--- src/acp_pkg.sv ---
package acp_pkg;
   localparam int ACP_RES_BITS     = 16;
   localparam int ACP_CMD_BITS     = 8;
   localparam int ACP_W8           = 8;
   localparam int ACP_W16          = 16;
   // Acquisition end, counted in half serial-clock cycles
   localparam int ACP_ACQ_HALF_8   = 3;
   localparam int ACP_ACQ_HALF_16  = 23;
   localparam int ACP_CNT_BITS     = 7;
   localparam logic [1:0] ACP_PD_EXT_REF = 2'h3;
   typedef enum logic [1:0] {ACP_IDLE, ACP_ACQ, ACP_CONV, ACP_DONE} acp_state_t;
endpackage

--- src/acp_port.sv ---
// Behaviour
// In DSP mode a frame-sync pulse starts a new conversion.
// Host holds frame-sync input high when not using DSP mode.
// Width select low gives 8-bit transfers, high gives 16-bit.
// Host always drives width select to a defined level.
// In DSP mode a frame-sync output pulse marks MSB on data out.
// External reference: chip select high shuts down, low runs.
// Chip select falling wakes analog and enables command shifting.
// Host serial clock edges pace acquisition and conversion.
// Data out low until ready; MSB at 8th or 16th falling edge.
// Result shifted out unsigned binary, MSB first.
// In DSP mode serial clock drives conversion after frame sync.
// Track/hold opens at end of acquisition, holding the sample.
// Host toggles chip select after each conversion to retrack.
// 16-bit mode acquisition lasts 11.5 serial clock cycles.
// Host keeps acquisition at least 729 ns.
// Data out shifts on fall (SPI) or rise (DSP); off when deselected.
// Data in sampled on rising (SPI) or falling (DSP) edges.
// End-of-conversion low when result ready in internal clock mode.
`timescale 1ns/1ps
`default_nettype none
module acp_port
   import acp_pkg::*;
(
   input  wire logic                    clk_i,
   input  wire logic                    reset_i,
   input  wire logic                    cs_n_i,
   input  wire logic                    sclk_i,
   input  wire logic                    din_i,
   input  wire logic                    frame_sync_in_i,
   input  wire logic                    transfer_width_select_i,
   input  wire logic                    internal_clock_i,
   input  wire logic [1:0]              pd_select_i,
   input  wire logic [ACP_RES_BITS-1:0] sample_code_i,
   output logic                         dout_o,
   output logic                         dout_oe_o,
   output logic                         frame_sync_out_o,
   output logic                         eoc_n_o,
   output logic                         shutdown_o,
   output logic                         analog_awake_o,
   output logic                         track_o,
   output logic [ACP_CMD_BITS-1:0]      command_o
);

   // ------------------------------------------------------------------
   // Pin synchronisers
   // ------------------------------------------------------------------
   // Idle-high pins pass inverted so the synchroniser's reset value is
   // their idle level; otherwise a false select and sync edge follow reset
   logic [4:0] pins_s;
   acp_sync #(.W(5)) u_sync (
      .clk_i   (clk_i),
      .reset_i (reset_i),
      .d_i     ({~cs_n_i, sclk_i, din_i, ~frame_sync_in_i,
                 transfer_width_select_i}),
      .q_o     (pins_s)
   );
   logic cs_n_s, sclk_s, din_s, fs_s, wide_s;
   logic cs_act_s, fs_act_s;
   assign {cs_act_s, sclk_s, din_s, fs_act_s, wide_s} = pins_s;
   assign cs_n_s = ~cs_act_s;
   assign fs_s   = ~fs_act_s;

   // ------------------------------------------------------------------
   // State
   // ------------------------------------------------------------------
   acp_state_t                state, next_state;
   logic                      cs_q, sclk_q, fs_q;
   logic                      dsp_mode, next_dsp_mode;
   logic                      wide, next_wide;
   logic [ACP_CNT_BITS-1:0]   half, next_half;
   logic [ACP_CNT_BITS-1:0]   fall, next_fall;
   logic [ACP_CNT_BITS-1:0]   nbit, next_nbit;
   logic [ACP_RES_BITS-1:0]   shreg, next_shreg;
   logic [ACP_CMD_BITS-1:0]   cmd, next_cmd;
   logic                      dout, next_dout;
   logic                      fso, next_fso;
   logic                      trk, next_trk;
   logic                      eoc_n, next_eoc_n;

   logic cs_fall, cs_rise, sck_rise, sck_fall, fs_fall;
   logic shift_edge, samp_edge;
   logic [ACP_CNT_BITS-1:0] acq_end, msb_edge;

   assign cs_fall  = cs_q & ~cs_n_s;
   assign cs_rise  = ~cs_q & cs_n_s;
   assign sck_rise = ~sclk_q & sclk_s;
   assign sck_fall = sclk_q & ~sclk_s;
   assign fs_fall  = fs_q & ~fs_s;
   // Output edge and input sampling edge swap in DSP mode
   assign shift_edge = dsp_mode ? sck_rise : sck_fall;
   assign samp_edge  = dsp_mode ? sck_fall : sck_rise;
   assign acq_end  = wide ? ACP_CNT_BITS'(ACP_ACQ_HALF_16)
                          : ACP_CNT_BITS'(ACP_ACQ_HALF_8);
   assign msb_edge = wide ? ACP_CNT_BITS'(ACP_W16)
                          : ACP_CNT_BITS'(ACP_W8);

   always_comb begin
      next_state    = state;
      next_dsp_mode = dsp_mode;
      next_wide     = wide;
      next_half     = half;
      next_fall     = fall;
      next_nbit     = nbit;
      next_shreg    = shreg;
      next_cmd      = cmd;
      next_dout     = dout;
      next_fso      = 1'b0;
      next_trk      = trk;
      next_eoc_n    = 1'b1;
      if (cs_n_s) begin
         next_state = ACP_IDLE;
         next_trk   = 1'b1;
         next_dout  = 1'b0;
      end else begin
         case (state)
            ACP_IDLE: begin
               // Chip select fall wakes for SPI; frame sync fall starts DSP
               if (cs_fall && fs_s) begin
                  next_state    = ACP_ACQ;
                  next_dsp_mode = 1'b0;
               end else if (fs_fall) begin
                  next_state    = ACP_ACQ;
                  next_dsp_mode = 1'b1;
               end
               next_wide = wide_s;
               next_half = '0;
               next_nbit = '0;
               next_fall = '0;
               next_dout = 1'b0;
               next_trk  = 1'b1;
            end
            ACP_ACQ, ACP_CONV: begin
               if (sck_rise || sck_fall) begin
                  next_half = half + 1'b1;
               end
               if (state == ACP_ACQ && (sck_rise || sck_fall)
                   && half + 1'b1 == acq_end) begin
                  next_trk   = 1'b0;
                  next_shreg = sample_code_i;
                  next_state = ACP_CONV;
               end
               if (shift_edge) begin
                  next_fall = fall + 1'b1;
                  if (fall + 1'b1 == msb_edge) begin
                     // MSB first, unsigned code straight from the array
                     next_dout  = shreg[ACP_RES_BITS-1];
                     next_shreg = {shreg[ACP_RES_BITS-2:0], 1'b0};
                     next_fso   = dsp_mode;
                     next_state = ACP_DONE;
                  end else begin
                     next_dout = 1'b0;
                  end
               end
            end
            ACP_DONE: begin
               if (shift_edge) begin
                  next_dout  = shreg[ACP_RES_BITS-1];
                  next_shreg = {shreg[ACP_RES_BITS-2:0], 1'b0};
               end
               // Result waits until chip select is cycled or a frame sync falls
               next_eoc_n = ~internal_clock_i;
            end
            default: next_state = ACP_IDLE;
         endcase
         // Command takes the first eight sampling edges of a frame in
         // either mode, even once the result has begun to shift out
         if (state != ACP_IDLE && samp_edge
             && nbit != ACP_CNT_BITS'(ACP_CMD_BITS)) begin
            next_cmd  = {cmd[ACP_CMD_BITS-2:0], din_s};
            next_nbit = nbit + 1'b1;
         end
         // Select fall already opened an SPI frame, so a sync fall must
         // override it and start a fresh DSP conversion
         if (fs_fall) begin
            next_state    = ACP_ACQ;
            next_dsp_mode = 1'b1;
            next_wide     = wide_s;
            next_half     = '0;
            next_fall     = '0;
            next_nbit     = '0;
            next_dout     = 1'b0;
            next_trk      = 1'b1;
            next_fso      = 1'b0;
         end
      end
   end

   always_ff @(posedge clk_i or posedge reset_i) begin
      if (reset_i) begin
         state    <= ACP_IDLE;
         cs_q     <= 1'b1;
         sclk_q   <= 1'b0;
         fs_q     <= 1'b1;
         dsp_mode <= 1'b0;
         wide     <= 1'b0;
         half     <= '0;
         fall     <= '0;
         nbit     <= '0;
         shreg    <= '0;
         cmd      <= '0;
         dout     <= 1'b0;
         fso      <= 1'b0;
         trk      <= 1'b1;
         eoc_n    <= 1'b1;
      end else begin
         state    <= next_state;
         cs_q     <= cs_n_s;
         sclk_q   <= sclk_s;
         fs_q     <= fs_s;
         dsp_mode <= next_dsp_mode;
         wide     <= next_wide;
         half     <= next_half;
         fall     <= next_fall;
         nbit     <= next_nbit;
         shreg    <= next_shreg;
         cmd      <= next_cmd;
         dout     <= next_dout;
         fso      <= next_fso;
         trk      <= next_trk;
         eoc_n    <= next_eoc_n;
      end
   end

   // ------------------------------------------------------------------
   // Output registers
   // ------------------------------------------------------------------
   always_ff @(posedge clk_i or posedge reset_i) begin
      if (reset_i) begin
         dout_o           <= 1'b0;
         dout_oe_o        <= 1'b0;
         frame_sync_out_o <= 1'b0;
         eoc_n_o          <= 1'b1;
         shutdown_o       <= 1'b1;
         analog_awake_o   <= 1'b0;
         track_o          <= 1'b1;
         command_o        <= '0;
      end else begin
         dout_o           <= dout;
         dout_oe_o        <= ~cs_n_s;
         frame_sync_out_o <= fso;
         eoc_n_o          <= eoc_n;
         // Only the external reference mode shuts down on select alone
         shutdown_o       <= cs_n_s && pd_select_i == ACP_PD_EXT_REF;
         analog_awake_o   <= ~cs_n_s;
         track_o          <= trk;
         command_o        <= cmd;
      end
   end
endmodule // acp_port
`default_nettype wire

--- src/acp_sync.sv ---
`timescale 1ns/1ps
`default_nettype none
module acp_sync #(
   parameter int W = 1
) (
   input  wire logic         clk_i,
   input  wire logic         reset_i,
   input  wire logic [W-1:0] d_i,
   output logic      [W-1:0] q_o
);
   logic [W-1:0] meta;
   always_ff @(posedge clk_i or posedge reset_i) begin
      if (reset_i) begin
         meta <= '0;
         q_o  <= '0;
      end else begin
         meta <= d_i;
         q_o  <= meta;
      end
   end
endmodule // acp_sync
`default_nettype wire

--- config.mk ---
export PLATFORM = sky130hd
export DESIGN_NAME = acp_port
export DESIGN_NICKNAME = d
export VERILOG_FILES = /design/src/acp_pkg.sv /design/src/acp_port.sv /design/src/acp_sync.sv
export SDC_FILE = /design/constraint.sdc
export NUM_CORES = 1
export LEC_CHECK = 0
export BUFFER_PORTS_ARGS = -buffer_cell sky130_fd_sc_hd__buf_4
export CAP_MARGIN = 20
export CORE_AREA = 2 2 90 126
export CTS_CLUSTER_DIAMETER = 150
export DETAILED_ROUTE_END_ITERATION = 12
export DIE_AREA = 0 0 92 128
export GPL_ROUTABILITY_DRIVEN = 0
export SETUP_SLACK_MARGIN = 0.1
export SYNTH_ARGS = -nofsm -noshare
export SYNTH_HDL_FRONTEND = slang
export SYNTH_SLANG_ARGS = --single-unit
--- constraint.sdc ---
create_clock -name clk_i -period 3 [get_ports clk_i]
set_input_delay 0 -clock clk_i [delete_from_list [all_inputs] [get_ports clk_i]]
set_output_delay 0 -clock clk_i [all_outputs]
set_load 0.05 [all_outputs]
==> results.tsv, run 1 <==
stage	metric	value	unit
routing	Routed WL	7352	um
setup_path	CP endpoint kind	flop	
logic_synthesis	Synth Warn #	0	
run_status	outcome	completed	
logic_synthesis	post-synth top area share	0.4991	
timing	worst slew pin tran	0.5948	ns
floorplan	row cnt	45	
clock_tree	cts bufs inserted	9	
timing	fin crit period	2.606	ns
timing	Hold Slack	0.1608	ns
placement	DP Area	4146	um2
setup_path	Setup CP Type	flop to flop	
timing	final hold viol count	0	
clock_tree	clock transition at the registers of the reported paths	0.06	ns
clock_tree	postcts setup bufs	0	
clock_tree	Root Buffer	clkbuf_16	
run	Max-cap violations	0	
logic_synthesis	Syn Std Cell Area	3660	um2
routing	DRT Pass-1 Iters	4	
placement	Post-Place Cells	515	
power_and_ir_drop	pwr dens	568.6	nW/um2
global_routing	vias in the first global route	2702	
logic_synthesis	Post-synth EDFFs	0	
floorplan	die height	128	um
power_and_ir_drop	Pwr Total	2.677	mW
timing	Max Clock Freq	383.7	MHz
routing	initial drt markers	108	
timing	setup ws final	0.3940	ns
clock_tree	clock sinks	80	
clock_tree	CTS max path bufs	2	
layout	fin cells	555	
timing	unrepaired setup endpoints after global routing	no	
floorplan	core area	10700	um2
logic_synthesis	Async S/R FF share, synth	1.000	
floorplan	Die Area	11780	um2
setup_path	critical path required time	3.22	ns
global_routing	initial antenna violation count	0	
layout	ant diodes	0	
global_routing	GRT overflow	0	
routing	post-route ant nets	0	
logic_synthesis	Synth top cells by count	dfrtp_1, nor2_1, inv_1, a21oi_1, nand2_1	
layout	P&R area growth vs syn	28.62	%
power_and_ir_drop	Max VDD drop	0.3180	mV
logic_synthesis	library cells used by synthesis	52	
placement	DP HPWL	5171	um
setup_path	endpoint arrival time on the critical path	2.83	ns
layout	Core Util, Final	0.4400	
floorplan	Initial Utilization	0.3421	
worst_hold_path	Worst Hold Class	primary input to flop	
logic_synthesis	Post-Synthesis Cells	338	
logic_synthesis	Synth Flop Type	dfrtp_1	
logic_synthesis	Synthesized Nets	374	
routing	Vias/cell	4.915	
layout	Nets	445	
timing	final setup violating endpoints	0	
timing	Sum Neg Setup Slack	0	ns
power_and_ir_drop	static leakage	2.053	nW
routing	average wire per standard cell	13.25	um
logic_synthesis	most frequent cell after synthesis	dfrtp_1	
routing	vias post-DR	2728	
global_routing	largest net degree at the start of global routing	30	
layout	register area	2011	um2
placement	post-place setup slack	0.2881	ns
global_routing	first-pass GRT wire length	12810	um
logic_synthesis	sequential area share after synthesis	0.5494	
layout	Multi-input gate area	1466	um2
routing	DRC errors left	0	
layout	design area	4707	um2
placement	IO Port Bufs	40	
layout	share of layout cells above drive strength 1	0.2488	
timing	max_slew headroom	0.6023	
logic_synthesis	FF+latch count, synth	80	
layout	fillers	1044	
setup_path	Critical Path Fanout Max	15	
timing	Final Cycle Share	0.8687	
floorplan	Ports	41	
logic_synthesis	cell taking the most area after synthesis	dfrtp_1	
timing	Final Max Tran Viols	0	
clock_tree	Skew-Pair Late Insertion Delay	0.33	ns
logic_synthesis	dominant cells by area after synthesis	dfrtp_1, dfstp_2, a221oi_2	
clock_tree	CTS tree	yes	
floorplan	chip width	92	um
clock_tree	H-tree depth	3	
global_routing	total global-route track usage	0.1367	
logic_synthesis	Post-Syn Area per Cell	10.83	um2
timing	clk_skew	0.005661	ns
setup_path	CP Launch Type	flop	
placed cells by master (no fill, tap or decap), types with 6 or more instances in the layout:
cell type / n
dfrtp_1: 73
nand2_1: 25
nand3_1: 16
mux2_2: 12
ha_1: 10
buf_4: 50
nor2_1: 32
xor2_1: 7
a21oi_1: 26
inv_1: 29
clkbuf_16: 9
a221oi_2: 10
dlygate4sd3_1: 24
a221oi_1: 6
dfstp_2: 7
o21ai_0: 19
registers in the layout (all words and copies together) (netlist names), 2 cells and up:
register	count
shreg	16
cmd	8
command_o	8
fall	7
half	7
nbit	7
u_sync.meta	5
u_sync.q_o	5
state	2
metal layers:
| layer | vias to the layer above | share of wire | global-route usage |
|---|---|---|---|
| met4 | 0 | 0.020 | 0.07199 |
| li1 | 1332 | - | - |
| met2 | 50 | 0.50 | 0.2245 |
| met5 | - | 0 | 0 |
| met1 | 1336 | 0.45 | 0.1723 |
| met3 | 10 | 0.021 | 0.02410 |
worst max-delay path, cell delays in order (launching register included):
cell and delay [ns]:
dfrtp_1 0.40, ha_1 0.24, nand3_2 0.12, xnor2_1 0.18
or3_4 0.41, a2111oi_4 0.48, o211ai_2 0.13, buf_4 0.23
a221oi_1 0.30
final cells by class:
class	instances	share of cell area
repair buffers	74	0.1308
multi-input cells	213	0.3115
well taps	141	0.03748
clock buffers	10	0.04864
flip-flops and latches	80	0.4272
inverters	31	0.02499
clock inverters	6	0.01940
cells by family after synthesis:
| family | Yosys count | share of synthesized area |
|---|---|---|
| multiplexers | 14 | 0.04239 |
| buffers and inverters | 45 | 0.05162 |
| AND/OR/NAND/NOR | 98 | 0.1299 |
| XOR/XNOR | 10 | 0.02393 |
| adder cells (fa/ha/maj) | 10 | 0.03419 |
| AO/OA/AOI/OAI | 81 | 0.1685 |
| flip-flops | 80 | 0.5494 |
report_power, final:
group | leakage (nW) | internal [mW] | switching (mW) | total, mW
combinational | 0.926 | 0.130 | 0.195 | 0.324
clock | 0.157 | 0.735 | 0.432 | 1.17
sequential | 0.970 | 1.14 | 0.0415 | 1.19
total | 2.05 | 2.01 | 0.668 | 2.68
final timing paths:
check,slack [ns],depth (start not counted),to,startpoint
max,0.39,8,shreg[12],fall[0]
min in group asynchronous,0.22,3,u_sync.meta[3],reset_i
max reg2reg,0.39,8,shreg[12],fall[0]
min reg2reg,0.35,0,u_sync.q_o[4],u_sync.meta[4]
min,0.16,4,shreg[0],sample_code_i[0]
max in group asynchronous,2.03,4,shutdown_o,reset_i
repair_timing:
action / 4_1_cts / 5_1_grt
hold endpoints to repair: 43 / 0
resized for setup: 0 / 1
hold buffers: 24 / 0
endpoints found under the setup margin: 0 / 4
Note: power is estimated with default switching activity, not from simulation.
==> run 2, diff against run 1 <==
--- a/config.mk
+++ b/config.mk
@@ -7,12 +7,13 @@
 export LEC_CHECK = 0
 export BUFFER_PORTS_ARGS = -buffer_cell sky130_fd_sc_hd__buf_4
 export CAP_MARGIN = 20
-export CORE_AREA = 2 2 90 126
+export CORE_AREA = 2 2 89 126
 export CTS_CLUSTER_DIAMETER = 150
 export DETAILED_ROUTE_END_ITERATION = 12
-export DIE_AREA = 0 0 92 128
+export DIE_AREA = 0 0 91 128
 export GPL_ROUTABILITY_DRIVEN = 0
 export SETUP_SLACK_MARGIN = 0.1
 export SYNTH_ARGS = -nofsm -noshare
 export SYNTH_HDL_FRONTEND = slang
+export SYNTH_HIERARCHICAL = 1
 export SYNTH_SLANG_ARGS = --single-unit
==> run 2 against run 1 <==
Die area down 1.1%. Via count down 1.1%. Critical path type unchanged. Synthesized cell count down 3.0%. Setup slack worse by 0.011 ns. Sequential share of layout area up 1.3 points. Utilization down 0.84 points. Hold slack better by 0.034 ns. Cell area down 3.0%.
==> results.tsv, run 2 <==
stage	metric	value	unit	change
run_status	outcome	completed		unchanged
logic_synthesis	post-synthesis adder-cell area fraction	0.03464		was 0.03419
routing	DRT Pass-1 Iters	4		unchanged
floorplan	Ports	41		unchanged
clock_tree	clock transition at the registers of the reported paths	0.07	ns	was 0.06 ns
clock_tree	postcts setup bufs	0		unchanged
timing	Final Max Tran Viols	0		unchanged
global_routing	vias in the first global route	2709		was 2,702
layout	commonest non-fill, non-tap cells in the layout	dfrtp_1, buf_4, nand2_1, nor2_1, dlygate4sd3_1		was dfrtp_1, buf_4, nor2_1
layout	leading registers by flop count	shreg: 16 flops, cmd: 8 flops, command_o: 8 flops		unchanged
layout	Largest register FFs	16		unchanged
routing	WL met2	3921	um	was 3707 um
setup_path	crit-path cells	ha_1 > xor2_1 > a32o_1 > a221o_1 > nand3_2 > and4_1 > a221o_1		was ha_1 > nand3_2 > xnor2_1 > or3_4 > a2111oi_4 > o211ai_2 > buf_4 > a221oi_1
logic_synthesis	post-synth top area share	0.5057		was 0.4991
floorplan	chip width	91	um	was 92 um
logic_synthesis	Synthesized Nets	364		was 374
logic_synthesis	library cells used by synthesis	51		was 52
setup_path	CP delay by family, top	compound AO/OA/AOI/OAI gates		unchanged
logic_synthesis	Post-synth EDFFs	0		unchanged
power_and_ir_drop	pwr dens	566.8	nW/um2	was 568.6 nW/um2
setup_path	CP Launch Type	flop		unchanged
timing	max_slew headroom	0.4308		was 0.6023
logic_synthesis	Synth Warn #	6		was 0
setup_path	r2r startpoint	fall[0]		unchanged
clock_tree	CTS max path bufs	2		unchanged
layout	most common cell after layout, fill and taps aside	dfrtp_1		unchanged
placement	IO Port Bufs	40		unchanged
floorplan	Die Area	11650	um2	was 11,780 um2
layout	fin cells	538		was 555
clock_tree	Post-CTS Resized	0		unchanged
logic_synthesis	Post-Syn Area per Cell	11.01	um2	was 10.83 um2
setup_path	RR Endpoint	shreg[1]		was shreg[12]
layout	ant diodes	0		unchanged
clock_tree	cts bufs inserted	9		unchanged
logic_synthesis	sequential area share after synthesis	0.5566		was 0.5494
global_routing	GRT overflow	0		unchanged
clock_tree	CTS Hold Buffers Added	25		was 24
routing	DR WL met3	194	um	was 154 um
logic_synthesis	compound-cell area share of the yosys netlist	0.1538		was 0.1685
logic_synthesis	simple-gate share of the synthesized area	0.1427		was 0.1299
logic_synthesis	dominant cells by area after synthesis	dfrtp_1, dfstp_2, a221o_1		was dfrtp_1, dfstp_2, a221oi_2
clock_tree	Skew-Pair Late Insertion Delay	0.34	ns	was 0.33 ns
floorplan	row cnt	45		unchanged
setup_path	Bufs and invs on worst path	0		was 1
logic_synthesis	Synth top cells by count	dfrtp_1, nand2_1, nor2_1, o21ai_0, a221o_1		was dfrtp_1, nor2_1, inv_1, a21oi_1, nand2_1
routing	max layer used	met4		unchanged
layout	share of layout cells above drive strength 1	0.2191		was 0.2488
routing	average wire per standard cell	14.48	um	was 13.25 um
clock_tree	clock sinks	80		unchanged
routing	vias post-DR	2698		was 2,728
global_routing	first-pass GRT wire length	13100	um	was 12,810 um
logic_synthesis	most frequent cell after synthesis	dfrtp_1		unchanged
run	Max-cap violations	0		unchanged
clock_tree	CTS tree	yes		unchanged
logic_synthesis	FF+latch count, synth	80		unchanged
layout	register area	2011	um2	unchanged
floorplan	Initial Utilization	0.3413		was 0.3421
routing	Routed WL	7791	um	was 7352 um
timing	clk_skew	0.008122	ns	was 0.005661 ns
logic_synthesis	cell taking the most area after synthesis	dfrtp_1		unchanged
timing	Final Cycle Share	0.8724		was 0.8687
timing	fin crit period	2.617	ns	was 2.606 ns
setup_path	slowest stage cell, crit path	and4_1		was a2111oi_4
setup_path	max incr delay on CP	0.62	ns	was 0.48 ns
floorplan	core area	10590	um2	was 10,700 um2
routing	wl on met1	3343	um	was 3342 um
layout	Nets	428		was 445
layout	Largest Register	shreg		unchanged
setup_path	R2R depth	7		was 8
placement	post-place setup slack	0.4127	ns	was 0.2881 ns
power_and_ir_drop	Max VDD drop	0.3746	mV	was 0.3180 mV
routing	Vias/cell	5.015		was 4.915
timing	setup ws final	0.3829	ns	was 0.3940 ns
setup_path	Critical Path Fanout Max	16		was 15
worst_hold_path	Worst Hold Class	primary input to asynchronous set/reset pin		was primary input to flop
timing	Max Clock Freq	382.1	MHz	was 383.7 MHz
timing	final setup violating endpoints	0		unchanged
setup_path	CP most frequent cell	a221o_1		
global_routing	total global-route track usage	0.1434		was 0.1367
layout	P&R area growth vs syn	26.46	%	was 28.62%
timing	Sum Neg Setup Slack	0	ns	unchanged
setup_path	critical path required time	3.27	ns	was 3.22 ns
setup_path	r2r setup slk	0.38	ns	was 0.39 ns
routing	post-route ant nets	0		unchanged
routing	initial drt markers	184		was 108
logic_synthesis	xor-xnor portion of the synthesized cell area	0.03187		was 0.02393
timing	unrepaired setup endpoints after global routing	no		unchanged
global_routing	largest net degree at the start of global routing	71		was 30
logic_synthesis	Async S/R FF share, synth	1.000		unchanged
logic_synthesis	mux contribution to synthesized area	0.03983		was 0.04239
layout	Multi-input gate area	1461	um2	was 1466 um2
clock_tree	H-tree depth	3		unchanged
setup_path	CP endpoint kind	flop		unchanged
placement	Post-Place Cells	497		was 515
power_and_ir_drop	static leakage	2.073	nW	was 2.053 nW
logic_synthesis	Synth Flop Type	dfrtp_1		unchanged
floorplan	die height	128	um	unchanged
placement	DP HPWL	5111	um	was 5171 um
logic_synthesis	Post-Synthesis Cells	328		was 338
logic_synthesis	Syn Std Cell Area	3612	um2	was 3660 um2
logic_synthesis	largest family of logic cells by synthesized area	compound AO/OA/AOI/OAI gates		unchanged
global_routing	initial antenna violation count	0		unchanged
timing	worst slew pin tran	0.8538	ns	was 0.5948 ns
routing	DRC errors left	0		unchanged
clock_tree	Root Buffer	clkbuf_16		unchanged
setup_path	endpoint arrival time on the critical path	2.89	ns	was 2.83 ns
timing	final hold viol count	0		unchanged
setup_path	Setup CP Type	flop to flop		unchanged
layout	fillers	1050		was 1,044
## run 2: cell types whose count changed after synthesis, sizes merged, moves of 6 or more
cell,delta
a21oi,-17
a221o,+16
a221oi,-15
inv,-16
nand2,+11
nand3,-10
o21ai,+6
## run 2: how the worst max path moves through the flow
stage,startpoint,endpoint,slack (ns),cells past startpoint
2_1_floorplan,half[0],shreg[1],0.60,10
3_3_place_gp,half[0],shreg[2],0.50,7
3_5_place_dp,fall[0],shreg[7],0.41,7
4_1_cts,fall[0],shreg[1],0.38,7
5_1_grt,fall[0],shreg[1],0.22,7
6_report,fall[0],shreg[1],0.38,7
## run 2: worst min-delay path, delay by kind of cell
family	cells	cell delay (ns)
buffers and inverters	3	0.95
## run 2: through the flow
stage / utilization / instance area, um2 / power, mW / hold slack, ns
after detailed placement: 0.3816 / 4039 / 1.550 / 0.01153
after global placement: 0.3816 / 4039 / 1.541 / -0.001710
final: 0.4316 / 4568 / 2.589 / 0.1945
after global routing: 0.4316 / 4568 / 2.706 / 0.2287
after CTS: 0.4316 / 4568 / 2.620 / 0.1909
after floorplan: - / 3612 / 1.432 / -0.1598
## run 2: cell families (layout without fill, tap and decap cells)
logic type	Yosys count	in the layout
XOR/XNOR	10	10
AO/OA/AOI/OAI	75	75
multiplexers	13	13
AND/OR/NAND/NOR	109	109
adder cells (fa/ha/maj)	10	10
buffers and inverters	31	100
flip-flops	80	80
## run 2: per-layer routing
layer | GRT usage | up-vias
li1 | - | 1292
met1 | 0.1714 | 1324
met2 | 0.2344 | 59
met3 | 0.02410 | 23
met4 | 0.1016 | 0
met5 | 0 | -
## run 2: area by class of cell
cell class,count,share of cell area
timing repair buffer,70,0.1287
sequential,80,0.4402
multi-input combinational,217,0.3199
clock buffer,10,0.05012
tap,141,0.03862
inverter,14,0.01150
clock inverter,6,0.01096
## run 2: power by group
| group | switching (mW) | leakage, nW | internal [mW] | total [mW] |
|---|---|---|---|---|
| clock | 0.465 | 0.131 | 0.572 | 1.04 |
| sequential | 0.0514 | 1.05 | 1.15 | 1.20 |
| combinational | 0.206 | 0.891 | 0.143 | 0.349 |
| total | 0.723 | 2.07 | 1.87 | 2.59 |
